--- src/logic/msps_pkg.sv ---
package msps_pkg;

  // ==========================================================
  // Timing
  localparam int SEC_NS  = 1_000_000_000;
  localparam int CLK_NS  = 10;
  localparam int SEC_CYC = SEC_NS / CLK_NS;

  // ==========================================================
  // Register offsets (byte addresses)
  localparam logic [7:0] A_CTRL  = 8'h00;
  localparam logic [7:0] A_FUNC  = 8'h04;
  localparam logic [7:0] A_TIME0 = 8'h08;
  localparam logic [7:0] A_LIM   = 8'h0c;
  localparam logic [7:0] A_LVL   = 8'h10;
  localparam logic [7:0] A_TIME1 = 8'h14;
  localparam logic [7:0] A_RATED = 8'h18;
  localparam logic [7:0] A_STAT  = 8'h1c;

  // Control bit positions
  localparam int C_RUN   = 0;
  localparam int C_KICK  = 1;
  localparam int C_PHASE = 2;
  localparam int C_PUMP  = 3;
  localparam int C_CLR   = 4;

  // Reset values
  localparam logic [3:0]  R_CTRL  = 4'h0;
  localparam logic [7:0]  R_FUNC  = 8'h00;
  localparam logic [31:0] R_TIME0 = 32'h0005_0a0a;
  localparam logic [29:0] R_LIM   = 30'h0000_0000;
  localparam logic [31:0] R_LVL   = 32'h0000_1e50;
  localparam logic [23:0] R_TIME1 = 24'h00_0000;
  localparam logic [15:0] R_RATED = 16'h0064;

  // ==========================================================
  // Function codes, pump presets, recurrence limits
  localparam logic [3:0] JOG_FN   = 4'h4;
  localparam logic [3:0] BRAKE_FN = 4'h3;
  localparam logic [7:0] PRE_ACC  = 8'h0f;
  localparam logic [7:0] PRE_DSL  = 8'h50;
  localparam logic [7:0] PRE_DEC  = 8'h0f;
  localparam logic [9:0] PRE_LIM  = 10'h000;
  localparam logic [9:0] PRE_UCL  = 10'h046;
  localparam logic [7:0] PRE_UCT  = 8'h05;
  localparam logic [7:0] REP_WIN  = 8'h3c;
  localparam logic [1:0] REP_LAST = 2'h2;
  localparam logic [7:0] FULL_PCT = 8'h64;

  // Fault codes
  localparam logic [7:0] F_NONE  = 8'h00;
  localparam logic [7:0] F_EX1   = 8'h01;
  localparam logic [7:0] F_ACC   = 8'h02;
  localparam logic [7:0] F_PHASE = 8'h03;
  localparam logic [7:0] F_THERM = 8'h04;
  localparam logic [7:0] F_UC    = 8'h05;
  localparam logic [7:0] F_OC    = 8'h06;
  localparam logic [7:0] F_EX7   = 8'h07;

  typedef enum logic [6:0] {
    ST_IDLE  = 7'h01,
    ST_ACCEL = 7'h02,
    ST_RUN   = 7'h04,
    ST_DECEL = 7'h08,
    ST_BRAKE = 7'h10,
    ST_JOG   = 7'h20,
    ST_FAULT = 7'h40
  } msps_state_t;

  // Percent of rated current to amperes
  function automatic logic [15:0] msps_scale(input logic [9:0] pct,
                                             input logic [15:0] rated);
    logic [25:0] p;
    logic [25:0] q;
    p = {16'h0000, pct} * {10'h000, rated};
    q = p / 26'd100;
    return q[15:0];
  endfunction

  // Faults that may clear themselves
  function automatic logic msps_auto_ok(input logic [7:0] code);
    return !(code == F_ACC || code == F_EX1 || code == F_EX7 ||
             code[7:4] == 4'h2);
  endfunction

  // Byte-lane merge
  function automatic logic [31:0] msps_lanes(input logic [31:0] old,
                                             input logic [31:0] nw,
                                             input logic [3:0]  sel);
    logic [31:0] r;
    r = old;
    for (int i = 0; i < 4; i++) begin
      if (sel[i]) begin
        r[8*i +: 8] = nw[8*i +: 8];
      end
    end
    return r;
  endfunction

endpackage

--- src/logic/msps_supervisor.sv ---
`timescale 1ns/100ps
module msps_supervisor
  import msps_pkg::*;
#(
  parameter int SEC_CYCLES = msps_pkg::SEC_CYC
) (
  input  wire logic        ref_clk,
  input  wire logic        rst,
  input  wire logic        ce,
  input  wire logic        wb_cyc_i,
  input  wire logic        wb_stb_i,
  input  wire logic        wb_we_i,
  input  wire logic [7:0]  wb_adr_i,
  input  wire logic [3:0]  wb_sel_i,
  input  wire logic [31:0] wb_dat_i,
  output logic      [31:0] wb_dat_o,
  output logic             wb_ack_o,
  input  wire logic [15:0] current_i,
  input  wire logic        full_voltage_i,
  input  wire logic        phase_ok_i,
  input  wire logic        thyr_hot_i,
  input  wire logic        jog_input,
  input  wire logic        reset_input,
  output logic             motor_on,
  output logic      [7:0]  volt_ref,
  output logic      [15:0] current_cap,
  output logic             brake_relay,
  output logic             overload_en,
  output logic             pump_mode_message,
  output logic      [7:0]  fault_code,
  output logic             start_blocked
);
  import msps_pkg::*;

  // ========================================================
  // Pin synchronisers
  logic [4:0] pins_s;
  msps_sync #(.W(5)) u_sync (
    .ref_clk (ref_clk),
    .rst     (rst),
    .ce      (ce),
    .d       ({reset_input, jog_input, thyr_hot_i, phase_ok_i,
               full_voltage_i}),
    .q       (pins_s)
  );
  wire full_s = pins_s[0];
  wire phase_s = pins_s[1];
  wire hot_s = pins_s[2];
  wire jog_s = pins_s[3];
  wire ext_clr_s = pins_s[4];

  // ========================================================
  // Registers
  logic [3:0]  ctrl_q;
  logic [7:0]  func_q;
  logic [31:0] time0_q;
  logic [29:0] lim_q;
  logic [31:0] lvl_q;
  logic [23:0] time1_q;
  logic [15:0] rated_q;
  logic        ack_q;

  // Field views
  wire       run_cmd = ctrl_q[C_RUN];
  wire       kick_start_enable = ctrl_q[C_KICK];
  wire       phase_order_check = ctrl_q[C_PHASE];
  wire [3:0] relay_two_function = func_q[3:0];
  wire [3:0] input_four_function = func_q[7:4];
  wire [7:0] accel_ramp_time = time0_q[7:0];
  wire [7:0] decel_ramp_time = time0_q[15:8];
  wire [7:0] overcurrent_time = time0_q[23:16];
  wire [7:0] undercurrent_time = time0_q[31:24];
  wire [9:0] start_current_limit = lim_q[9:0];
  wire [9:0] overcurrent_threshold = lim_q[19:10];
  wire [9:0] undercurrent_threshold = lim_q[29:20];
  wire [7:0] decel_start_level = lvl_q[7:0];
  wire [7:0] jog_voltage_level = lvl_q[15:8];
  wire [7:0] dc_brake_level = lvl_q[23:16];
  wire [7:0] kick_pulse_level = lvl_q[31:24];
  wire [7:0] dc_brake_time = time1_q[7:0];
  wire [7:0] kick_pulse_time = time1_q[15:8];
  wire [7:0] auto_reset_delay = time1_q[23:16];
  wire [15:0] switch_rated_current = rated_q;

  // Bus decode
  wire req = wb_cyc_i && wb_stb_i && !ack_q;
  wire wr = req && wb_we_i;
  wire wr_ctrl = wr && (wb_adr_i == A_CTRL);
  wire [31:0] ctrl_w = msps_lanes({28'h0, ctrl_q}, wb_dat_i, wb_sel_i);
  // Merged write words for the narrow registers
  wire [31:0] func_w = msps_lanes({24'h0, func_q}, wb_dat_i, wb_sel_i);
  wire [31:0] lim_w = msps_lanes({2'h0, lim_q}, wb_dat_i, wb_sel_i);
  wire [31:0] time1_w = msps_lanes({8'h0, time1_q}, wb_dat_i, wb_sel_i);
  wire [31:0] rated_w = msps_lanes({16'h0, rated_q}, wb_dat_i, wb_sel_i);
  wire pump_load = wr_ctrl && ctrl_w[C_PUMP];
  wire man_clr = wr_ctrl && ctrl_w[C_CLR];

  // ========================================================
  // Seconds tick and state timers
  logic [26:0] sec_cnt_q;
  logic        tick_q;
  logic [7:0]  st_sec_q;
  logic [7:0]  since_q;
  logic [7:0]  kick_q;
  wire         sec_end = (sec_cnt_q == 27'(SEC_CYCLES - 1));

  // ========================================================
  // Fault and state signals
  msps_state_t st_q;
  msps_state_t st_d;
  logic [7:0]  fault_q;
  logic [7:0]  last_q;
  logic [1:0]  rep_q;
  logic        blocked_q;
  logic        auto_last_q;
  logic        ph_ok_q;
  logic [1:0]  ph_wait_q;
  logic        oc_trip;
  logic        uc_trip;
  logic [7:0]  fault_d;

  // Thresholds in amperes
  wire [15:0] lim_a = msps_scale(start_current_limit,
                                 switch_rated_current);
  wire [15:0] oc_a = msps_scale(overcurrent_threshold,
                                switch_rated_current);
  wire [15:0] uc_a = msps_scale(undercurrent_threshold,
                                switch_rated_current);

  // Trip arming only at full voltage after start
  wire armed = (st_q == ST_RUN) && full_s;
  wire oc_cond = armed && (overcurrent_threshold != 10'h0) &&
                 (current_i > oc_a);
  wire uc_cond = armed && (undercurrent_threshold != 10'h0) &&
                 (current_i < uc_a);

  msps_trip_timer #(.W(8)) u_oc (
    .ref_clk (ref_clk),
    .rst     (rst),
    .ce      (ce),
    .cond    (oc_cond),
    .tick    (tick_q),
    .limit   (overcurrent_time),
    .strict  (1'b1),
    .trip    (oc_trip)
  );

  msps_trip_timer #(.W(8)) u_uc (
    .ref_clk (ref_clk),
    .rst     (rst),
    .ce      (ce),
    .cond    (uc_cond),
    .tick    (tick_q),
    .limit   (undercurrent_time),
    .strict  (1'b0),
    .trip    (uc_trip)
  );

  // Sequencing terms
  wire ramp_exp = (st_sec_q >= accel_ramp_time);
  wire brake_ok = (relay_two_function == BRAKE_FN) &&
                  (dc_brake_time != 8'h00);
  wire jog_ok = (input_four_function == JOG_FN);
  wire clr_req = man_clr || ext_clr_s;
  wire auto_go = (auto_reset_delay != 8'h00) && msps_auto_ok(fault_q) &&
                 (st_sec_q >= auto_reset_delay);
  wire fault_hit = (fault_d != F_NONE);
  wire repeat_hit = fault_hit && auto_last_q && (fault_d == last_q) &&
                    (since_q <= REP_WIN);
  wire ph_done = (ph_wait_q == 2'h3);
  wire stopped_ramp = (decel_ramp_time != 8'h00);

  // Fault detection, thermal first
  always_comb begin
    fault_d = F_NONE;
    if (st_q != ST_FAULT) begin
      if (hot_s) begin
        fault_d = F_THERM;
      end else if (st_q == ST_IDLE && run_cmd && phase_order_check &&
                   !ph_ok_q) begin
        fault_d = F_PHASE;
      end else if (st_q == ST_ACCEL && !full_s && ramp_exp) begin
        fault_d = F_ACC;
      end else if (st_q == ST_JOG && ramp_exp) begin
        fault_d = F_ACC;
      end else if (oc_trip && armed) begin
        fault_d = F_OC;
      end else if (uc_trip && armed) begin
        fault_d = F_UC;
      end
    end
  end

  // Next state
  always_comb begin
    st_d = st_q;
    if (fault_hit) begin
      st_d = ST_FAULT;
    end else begin
      unique case (st_q)
        ST_IDLE: begin
          if (run_cmd && ph_done) begin
            st_d = ST_ACCEL;
          end else if (jog_s && jog_ok && ph_done) begin
            st_d = ST_JOG;
          end
        end
        ST_ACCEL: begin
          if (full_s) begin
            st_d = ST_RUN;
          end
        end
        ST_RUN: begin
          if (!run_cmd) begin
            st_d = brake_ok ? ST_BRAKE :
                   (stopped_ramp ? ST_DECEL : ST_IDLE);
          end
        end
        ST_DECEL: begin
          if (st_sec_q >= decel_ramp_time) begin
            st_d = brake_ok ? ST_BRAKE : ST_IDLE;
          end
        end
        ST_BRAKE: begin
          if (st_sec_q >= dc_brake_time) begin
            st_d = ST_IDLE;
          end
        end
        ST_JOG: begin
          if (!jog_s) begin
            st_d = stopped_ramp ? ST_DECEL : ST_IDLE;
          end
        end
        ST_FAULT: begin
          if (!blocked_q && (clr_req || auto_go)) begin
            st_d = ST_IDLE;
          end
        end
      endcase
    end
  end

  // ========================================================
  // Register writes and pump presets
  always_ff @(posedge ref_clk or posedge rst) begin
    if (rst) begin
      ctrl_q  <= R_CTRL;
      func_q  <= R_FUNC;
      time0_q <= R_TIME0;
      lim_q   <= R_LIM;
      lvl_q   <= R_LVL;
      time1_q <= R_TIME1;
      rated_q <= R_RATED;
      pump_mode_message <= 1'b0;
    end else if (ce && wr) begin
      unique case (wb_adr_i)
        A_CTRL: begin
          ctrl_q <= ctrl_w[3:0];
          pump_mode_message <= ctrl_w[C_PUMP];
          if (pump_load) begin
            time0_q[15:0]  <= {PRE_DEC, PRE_ACC};
            time0_q[31:24] <= PRE_UCT;
            lim_q[9:0]     <= PRE_LIM;
            lim_q[29:20]   <= PRE_UCL;
            lvl_q[7:0]     <= PRE_DSL;
          end
        end
        A_FUNC: func_q <= func_w[7:0];
        A_TIME0: time0_q <= msps_lanes(time0_q, wb_dat_i, wb_sel_i);
        A_LIM: lim_q <= lim_w[29:0];
        A_LVL: lvl_q <= msps_lanes(lvl_q, wb_dat_i, wb_sel_i);
        A_TIME1: time1_q <= time1_w[23:0];
        A_RATED: rated_q <= rated_w[15:0];
        default: ;
      endcase
    end
  end

  // Read mux; unmapped reads zero
  logic [31:0] rd_d;
  always_comb begin
    unique case (wb_adr_i)
      A_CTRL:  rd_d = {28'h0, ctrl_q};
      A_FUNC:  rd_d = {24'h0, func_q};
      A_TIME0: rd_d = time0_q;
      A_LIM:   rd_d = {2'h0, lim_q};
      A_LVL:   rd_d = lvl_q;
      A_TIME1: rd_d = {8'h0, time1_q};
      A_RATED: rd_d = {16'h0, rated_q};
      A_STAT:  rd_d = {13'h0, blocked_q, ph_ok_q, rep_q, st_q, fault_q};
      default: rd_d = 32'h0000_0000;
    endcase
  end

  // Bus answer, one cycle after the request
  always_ff @(posedge ref_clk or posedge rst) begin
    if (rst) begin
      ack_q    <= 1'b0;
      wb_ack_o <= 1'b0;
      wb_dat_o <= 32'h0000_0000;
    end else if (ce) begin
      ack_q    <= req;
      wb_ack_o <= req;
      wb_dat_o <= req ? rd_d : 32'h0000_0000;
    end
  end

  // ========================================================
  // Timebase, state timer and kick pulse counter
  always_ff @(posedge ref_clk or posedge rst) begin
    if (rst) begin
      sec_cnt_q <= 27'h0;
      tick_q    <= 1'b0;
      st_sec_q  <= 8'h00;
      since_q   <= 8'hff;
      kick_q    <= 8'h00;
    end else if (ce) begin
      sec_cnt_q <= sec_end ? 27'h0 : sec_cnt_q + 27'h1;
      tick_q    <= sec_end;
      if (st_d != st_q) begin
        st_sec_q <= 8'h00;
      end else if (tick_q && st_sec_q != 8'hff) begin
        st_sec_q <= st_sec_q + 8'h01;
      end
      if (fault_hit) begin
        since_q <= 8'h00;
      end else if (tick_q && since_q != 8'hff) begin
        since_q <= since_q + 8'h01;
      end
      if (st_q == ST_IDLE && st_d == ST_ACCEL) begin
        kick_q <= kick_start_enable ? kick_pulse_time : 8'h00;
      end else if (tick_q && kick_q != 8'h00) begin
        kick_q <= kick_q - 8'h01;
      end
    end
  end

  // ========================================================
  // State, fault latch and recurrence count
  always_ff @(posedge ref_clk or posedge rst) begin
    if (rst) begin
      st_q        <= ST_IDLE;
      fault_q     <= F_NONE;
      last_q      <= F_NONE;
      rep_q       <= 2'h0;
      blocked_q   <= 1'b0;
      auto_last_q <= 1'b0;
    end else if (ce) begin
      st_q <= st_d;
      if (fault_hit) begin
        fault_q <= fault_d;
        last_q  <= fault_d;
        rep_q   <= repeat_hit ? rep_q + 2'h1 : 2'h0;
        blocked_q <= repeat_hit && (rep_q == REP_LAST);
      end else if (st_q == ST_FAULT && st_d == ST_IDLE) begin
        fault_q     <= F_NONE;
        auto_last_q <= !clr_req;
      end
    end
  end

  // Phase order caught once, after the synchroniser has settled
  always_ff @(posedge ref_clk or posedge rst) begin
    if (rst) begin
      ph_wait_q <= 2'h0;
      ph_ok_q   <= 1'b0;
    end else if (ce && !ph_done) begin
      ph_wait_q <= ph_wait_q + 2'h1;
      if (ph_wait_q == 2'h2) begin
        ph_ok_q <= phase_s;
      end
    end
  end

  // ========================================================
  // Outputs towards the power stage
  wire on_d = (st_d == ST_ACCEL) || (st_d == ST_RUN) ||
              (st_d == ST_DECEL) || (st_d == ST_JOG);
  logic [7:0] volt_d;
  always_comb begin
    unique case (st_d)
      ST_ACCEL: volt_d = (kick_q != 8'h00) ? kick_pulse_level
                                           : FULL_PCT;
      ST_RUN:   volt_d = FULL_PCT;
      ST_DECEL: volt_d = decel_start_level;
      ST_JOG:   volt_d = jog_voltage_level;
      ST_BRAKE: volt_d = dc_brake_level;
      default:  volt_d = 8'h00;
    endcase
  end
  wire lim_on = (st_d == ST_ACCEL) && (start_current_limit != 10'h0) &&
                !kick_start_enable;

  always_ff @(posedge ref_clk or posedge rst) begin
    if (rst) begin
      motor_on      <= 1'b0;
      volt_ref      <= 8'h00;
      current_cap   <= 16'hffff;
      brake_relay   <= 1'b0;
      overload_en   <= 1'b1;
      fault_code    <= F_NONE;
      start_blocked <= 1'b0;
    end else if (ce) begin
      motor_on      <= on_d && !fault_hit;
      volt_ref      <= fault_hit ? 8'h00 : volt_d;
      current_cap   <= lim_on ? lim_a : 16'hffff;
      brake_relay   <= (st_d == ST_BRAKE);
      overload_en   <= (st_d != ST_BRAKE);
      fault_code    <= fault_hit ? fault_d : fault_q;
      start_blocked <= blocked_q;
    end
  end

  // ========================================================
  // Checks
  a_accel_timeout: assert property (@(posedge ref_clk)
    disable iff (rst)
    (ce && st_q == ST_ACCEL && ramp_exp && !full_s && !hot_s)
    |=> (st_q == ST_FAULT) && (fault_q == F_ACC))
    else $error("acceleration timeout not raised");

  a_thermal_trip: assert property (@(posedge ref_clk)
    disable iff (rst)
    (ce && hot_s && st_q != ST_FAULT)
    |=> fault_q == F_THERM ##1 !motor_on)
    else $error("thermal trip missed");

  a_limit_kick: assert property (@(posedge ref_clk)
    disable iff (rst)
    (ce && kick_start_enable) |=> current_cap == 16'hffff)
    else $error("current limit active with kick start");

  a_trip_armed: assert property (@(posedge ref_clk)
    disable iff (rst)
    (ce && st_q != ST_RUN && st_q != ST_FAULT)
    |=> !(fault_q == F_OC || fault_q == F_UC))
    else $error("current trip while not at full voltage");

  a_brake_cfg: assert property (@(posedge ref_clk)
    disable iff (rst)
    brake_relay |-> $past(relay_two_function) == BRAKE_FN
                    && !overload_en)
    else $error("braking without relay two code");

  a_jog_cfg: assert property (@(posedge ref_clk)
    disable iff (rst)
    (st_q == ST_JOG) |-> $past(input_four_function) == JOG_FN
                         || $past(st_q) == ST_JOG)
    else $error("jog without input four code");

  a_pump_preset: assert property (@(posedge ref_clk)
    disable iff (rst)
    (ce && pump_load) |=> accel_ramp_time == PRE_ACC &&
    undercurrent_time == PRE_UCT && pump_mode_message)
    else $error("pump presets not loaded");

  a_auto_off: assert property (@(posedge ref_clk)
    disable iff (rst)
    (ce && st_q == ST_FAULT && auto_reset_delay == 8'h00 && !clr_req)
    |=> st_q == ST_FAULT)
    else $error("auto reset while disabled");

  a_blocked_hold: assert property (@(posedge ref_clk)
    disable iff (rst)
    blocked_q |=> st_q == ST_FAULT && !motor_on)
    else $error("blocked supervisor left fault");
endmodule

--- src/logic/msps_sync.sv ---
`timescale 1ns/100ps
module msps_sync #(
  parameter int W = 1
) (
  input  wire logic         ref_clk,
  input  wire logic         rst,
  input  wire logic         ce,
  input  wire logic [W-1:0] d,
  output logic      [W-1:0] q
);
  logic [W-1:0] meta_q;

  // Two-stage synchroniser; first stage feeds only the second
  always_ff @(posedge ref_clk or posedge rst) begin
    if (rst) begin
      meta_q <= '0;
      q      <= '0;
    end else if (ce) begin
      meta_q <= d;
      q      <= meta_q;
    end
  end
endmodule

--- src/logic/msps_trip_timer.sv ---
`timescale 1ns/100ps
module msps_trip_timer #(
  parameter int W = 8
) (
  input  wire logic         ref_clk,
  input  wire logic         rst,
  input  wire logic         ce,
  input  wire logic         cond,
  input  wire logic         tick,
  input  wire logic [W-1:0] limit,
  input  wire logic         strict,
  output logic              trip
);
  logic [W-1:0] cnt_q;
  wire          sat = &cnt_q;
  wire          over = strict ? (cnt_q > limit) : (cnt_q >= limit);

  // Seconds under condition, restarted when it clears; zero limit is off
  always_ff @(posedge ref_clk or posedge rst) begin
    if (rst) begin
      cnt_q <= '0;
      trip  <= 1'b0;
    end else if (ce) begin
      if (!cond) begin
        cnt_q <= '0;
      end else if (tick && !sat) begin
        cnt_q <= cnt_q + 1'b1;
      end
      trip <= cond && (limit != '0) && over;
    end
  end

  a_timer_restart: assert property (@(posedge ref_clk)
    disable iff (rst) (ce && !cond) |=> !trip)
    else $error("trip timer did not restart");
endmodule

--- config.mk ---
export PLATFORM = sky130hd
export DESIGN_NAME = msps_supervisor
export DESIGN_NICKNAME = d
export VERILOG_FILES = /design/src/logic/msps_pkg.sv /design/src/logic/msps_supervisor.sv /design/src/logic/msps_sync.sv /design/src/logic/msps_trip_timer.sv
export SDC_FILE = /design/constraint.sdc
export NUM_CORES = 2
export LEC_CHECK = 0
export ABC_AREA = 1
export BUFFER_PORTS_ARGS = -buffer_cell sky130_fd_sc_hd__buf_4
export CAP_MARGIN = 20
export CORE_MARGIN = 8
export CORE_UTILIZATION = 40
export DETAILED_ROUTE_END_ITERATION = 16
export GPL_TIMING_DRIVEN = 0
export PLACE_DENSITY = 0.59
export REMOVE_ABC_BUFFERS = 1
export SETUP_SLACK_MARGIN = 0.02
export SYNTH_ARGS = -nofsm -noshare
export SYNTH_HDL_FRONTEND = slang
export SYNTH_SLANG_ARGS = --single-unit
--- constraint.sdc ---
create_clock -name ref_clk -period 45.8 [get_ports ref_clk]
set_input_delay 2.29 -clock ref_clk [delete_from_list [all_inputs] [get_ports ref_clk]]
set_output_delay 2.29 -clock ref_clk [all_outputs]
set_load 0.02 [all_outputs]
==> results.cfg <==
[final_layout]
drive_gt1_share_pct = 14.35
design_area_um2 = 45990
num-nets-final = 6598
mostFrequentLayoutCell = nand2_1
seqCellArea_um2 = 7818
area.growth.synth_to_final_pct = 9.045
fillers = 10790
layout.cells.non_filler = 7351
multi_input_area_um2 = 29160
final_cell_mix = nand2_1, inv_1, fa_1

[drt]
dr.pass1.iters = 6
routed_wl_mm = 117.4
viasPerCell = 5.092
drc_errors = 0
drt_iter0_markers = 2492
vias = 37430
antenna_left = 0
wire_per_inst_um = 15.97

[clock_tree]
hold_buffers = 0
numCtsBuffers = 36
cts-resized-gates = 0
cts-root-buf = clkbuf_16
clock_path_buffers = 3
post_cts_buffers = 0
cts_tree = yes
htreeDepth = 2
clock_sinks = 310
clk_pin_slew_ps = 60
clk-insertion-delay-late_ps = 590

[synthesis]
async_flop_share_pct = 100.0
synth_ff_type = dfrtp_1
synth.avg_cell_area_um2 = 7.156
synth_edf_count = 0
ys_ff_latch = 310
netlist_area_um2 = 42180
yosysUniqueCellTypes = 88
seq_area_frac_synth_pct = 18.51
synth_cells = 5894
yosysWarnings = 0

[hold_path]
whs_path_depth = 2
hold_path_startpoint = u_sync.meta_q[2]
hold_path.class = register to register

[placement]
dp_cells = 7273
dp_hpwl_mm = 92.67
place.gp.congestion = 0.9121
dp_slack_ps = 28110
placed_area_um2 = 44660
port_buffers = 135

[floorplanning]
rows = 119
core_um2 = 105000
die_w_um = 340.7
start_util_pct = 40.18
ioPinCount = 141
dieArea_um2 = 116100
fp.dieH_um = 340.7

[sta]
fin_crit_ps = 17690
fmax_mhz = 56.54
hold_viol = 0
finalMaxSlewViolations = 0
timing.setup.tns_ps = 0
max_slew_margin_pct = 24.25
setup_ws_ps = 28110
clock_skew_ps = 28.81
setup_viol = 0
rsz0062_at_grt = no
worst_slew_pin_slew_ps = 1132
post-route-period-util_pct = 38.61

[critical_path]
crit_type = register to register
end_kind = register
startpoint_type = register
r2r-start = rated_q[5]
worst_path_max_delay_cell = dfstp_2
cp_data_arrival_time_ps = 18130
r2r_cells = 121
worstPathRequired_ps = 46240
endpoint = u_oc.cnt_q[7]
crit_fanout = 31
setup.worst_path.start = rated_q[5]
max_stage_delay_ps = 1110
r2r_setup_slack_ps = 28110
cpMostUsedCell = nand2_2
r2r_end = u_oc.cnt_q[7]

[global_routing]
grt_max_degree = 120
met3_usage_pct = 3.722
grt_usage_pct = 19.80
grt_pass1_vias = 36700
met1_usage_pct = 26.82
globalRouteOverflowTotal = 0
grt_pass1_wl_mm = 190.5
grt_antenna_before_repair = 11
busiest_layer = met2
grt.met2_usage_pct = 32.17

[run_status]
status = finished clean

[flow_run]
max_cap_viol_count = 0
## flip-flops by register name (all words and copies together), names as in the netlist, 16 cells and up
name / flops
time0_q: 32
current_cap: 16
time1_q: 24
lim_q: 30
sec_cnt_q: 27
rated_q: 16
wb_dat_o: 32
lvl_q: 32
## synthesized netlist by cell type, types with 25 or more instances
master / instances / share of area (%)
inv_1: 1127 / 10
o21a_1: 25 / 0.44
clkbuf_1: 138 / 1.2
xnor2_1: 33 / 0.69
nand4_2: 30 / 0.89
nor2_4: 30 / 0.80
nor2_1: 231 / 2.1
nand3_1: 308 / 3.7
nor3_1: 41 / 0.49
xor2_1: 80 / 1.7
o22ai_1: 49 / 0.73
o21ai_0: 287 / 3.4
inv_2: 67 / 0.60
dfrtp_1: 269 / 16
nand4_1: 109 / 1.6
a21oi_1: 117 / 1.4
nor4_1: 34 / 0.50
ha_1: 273 / 8.1
nand2_1: 1557 / 14
nand2_2: 212 / 3.1
nand3_2: 37 / 0.88
o21ai_1: 49 / 0.58
nor2_2: 35 / 0.52
nand2_4: 97 / 2.6
fa_1: 330 / 16
dfstp_2: 41 / 2.6
## cells by family after synthesis
group | after synthesis | share of synthesized area, %
DFF | 310 | 18.51
AOI/OAI and AO/OA | 715 | 10.56
and+or+nand+nor | 2763 | 31.97
adders and majority gates | 603 | 23.76
buffers and inverters | 1380 | 12.48
xor gates and xnor gates | 121 | 2.682
other | 1 | 0.008891
muxes | 1 | 0.02670
## metal layers
layer / wire length [µm] / vias to the layer above
met1: 53480 / 17800
met4: 3534 / 4
li1: - / 18550
met3: 7962 / 175
met2: 52420 / 899
met5: 25 / -
## worst min path at each step
stage	to	slack, ps
floorplan	u_sync.meta_q[0]	440
global placement	u_sync.meta_q[4]	460
detailed placement	u_sync.meta_q[4]	460
CTS	u_sync.meta_q[4]	470
global route	u_sync.meta_q[4]	490
finish	u_sync.meta_q[2]	470
## worst max-delay path: cells and delay by family, from the launching register on
kind,cells,cell delay (ps)
and+or+nand+nor,99,11050
adders and majority gates,7,3190
buffers and inverters,8,680
xor gates and xnor gates,1,310
AOI/OAI and AO/OA,6,1100
DFF,1,1110
## final cells by class
class / count / area share (%)
Clock inverter: 16 / 0.5006
Inverter: 1211 / 9.962
Sequential cell: 310 / 17.00
Clock buffer: 50 / 2.228
Multi-Input combinational cell: 4208 / 63.41
Timing Repair Buffer: 157 / 3.071
Antenna cell: 8 / 0.04353
Tap cell: 1391 / 3.784
## metrics by stage
step / hold WS (ps) / util [%]
2_1_floorplan: 442.2 / -
3_3_place_gp: 458.0 / 42.16
3_5_place_dp: 458.2 / 42.55
4_1_cts: 472.9 / 43.75
5_1_grt: 486.1 / 43.80
6_report: 473.6 / 43.81
Power is left out: the tool's default activity adds up to more than one toggle a clock period on the data nets, which glitch-free logic cannot reach.
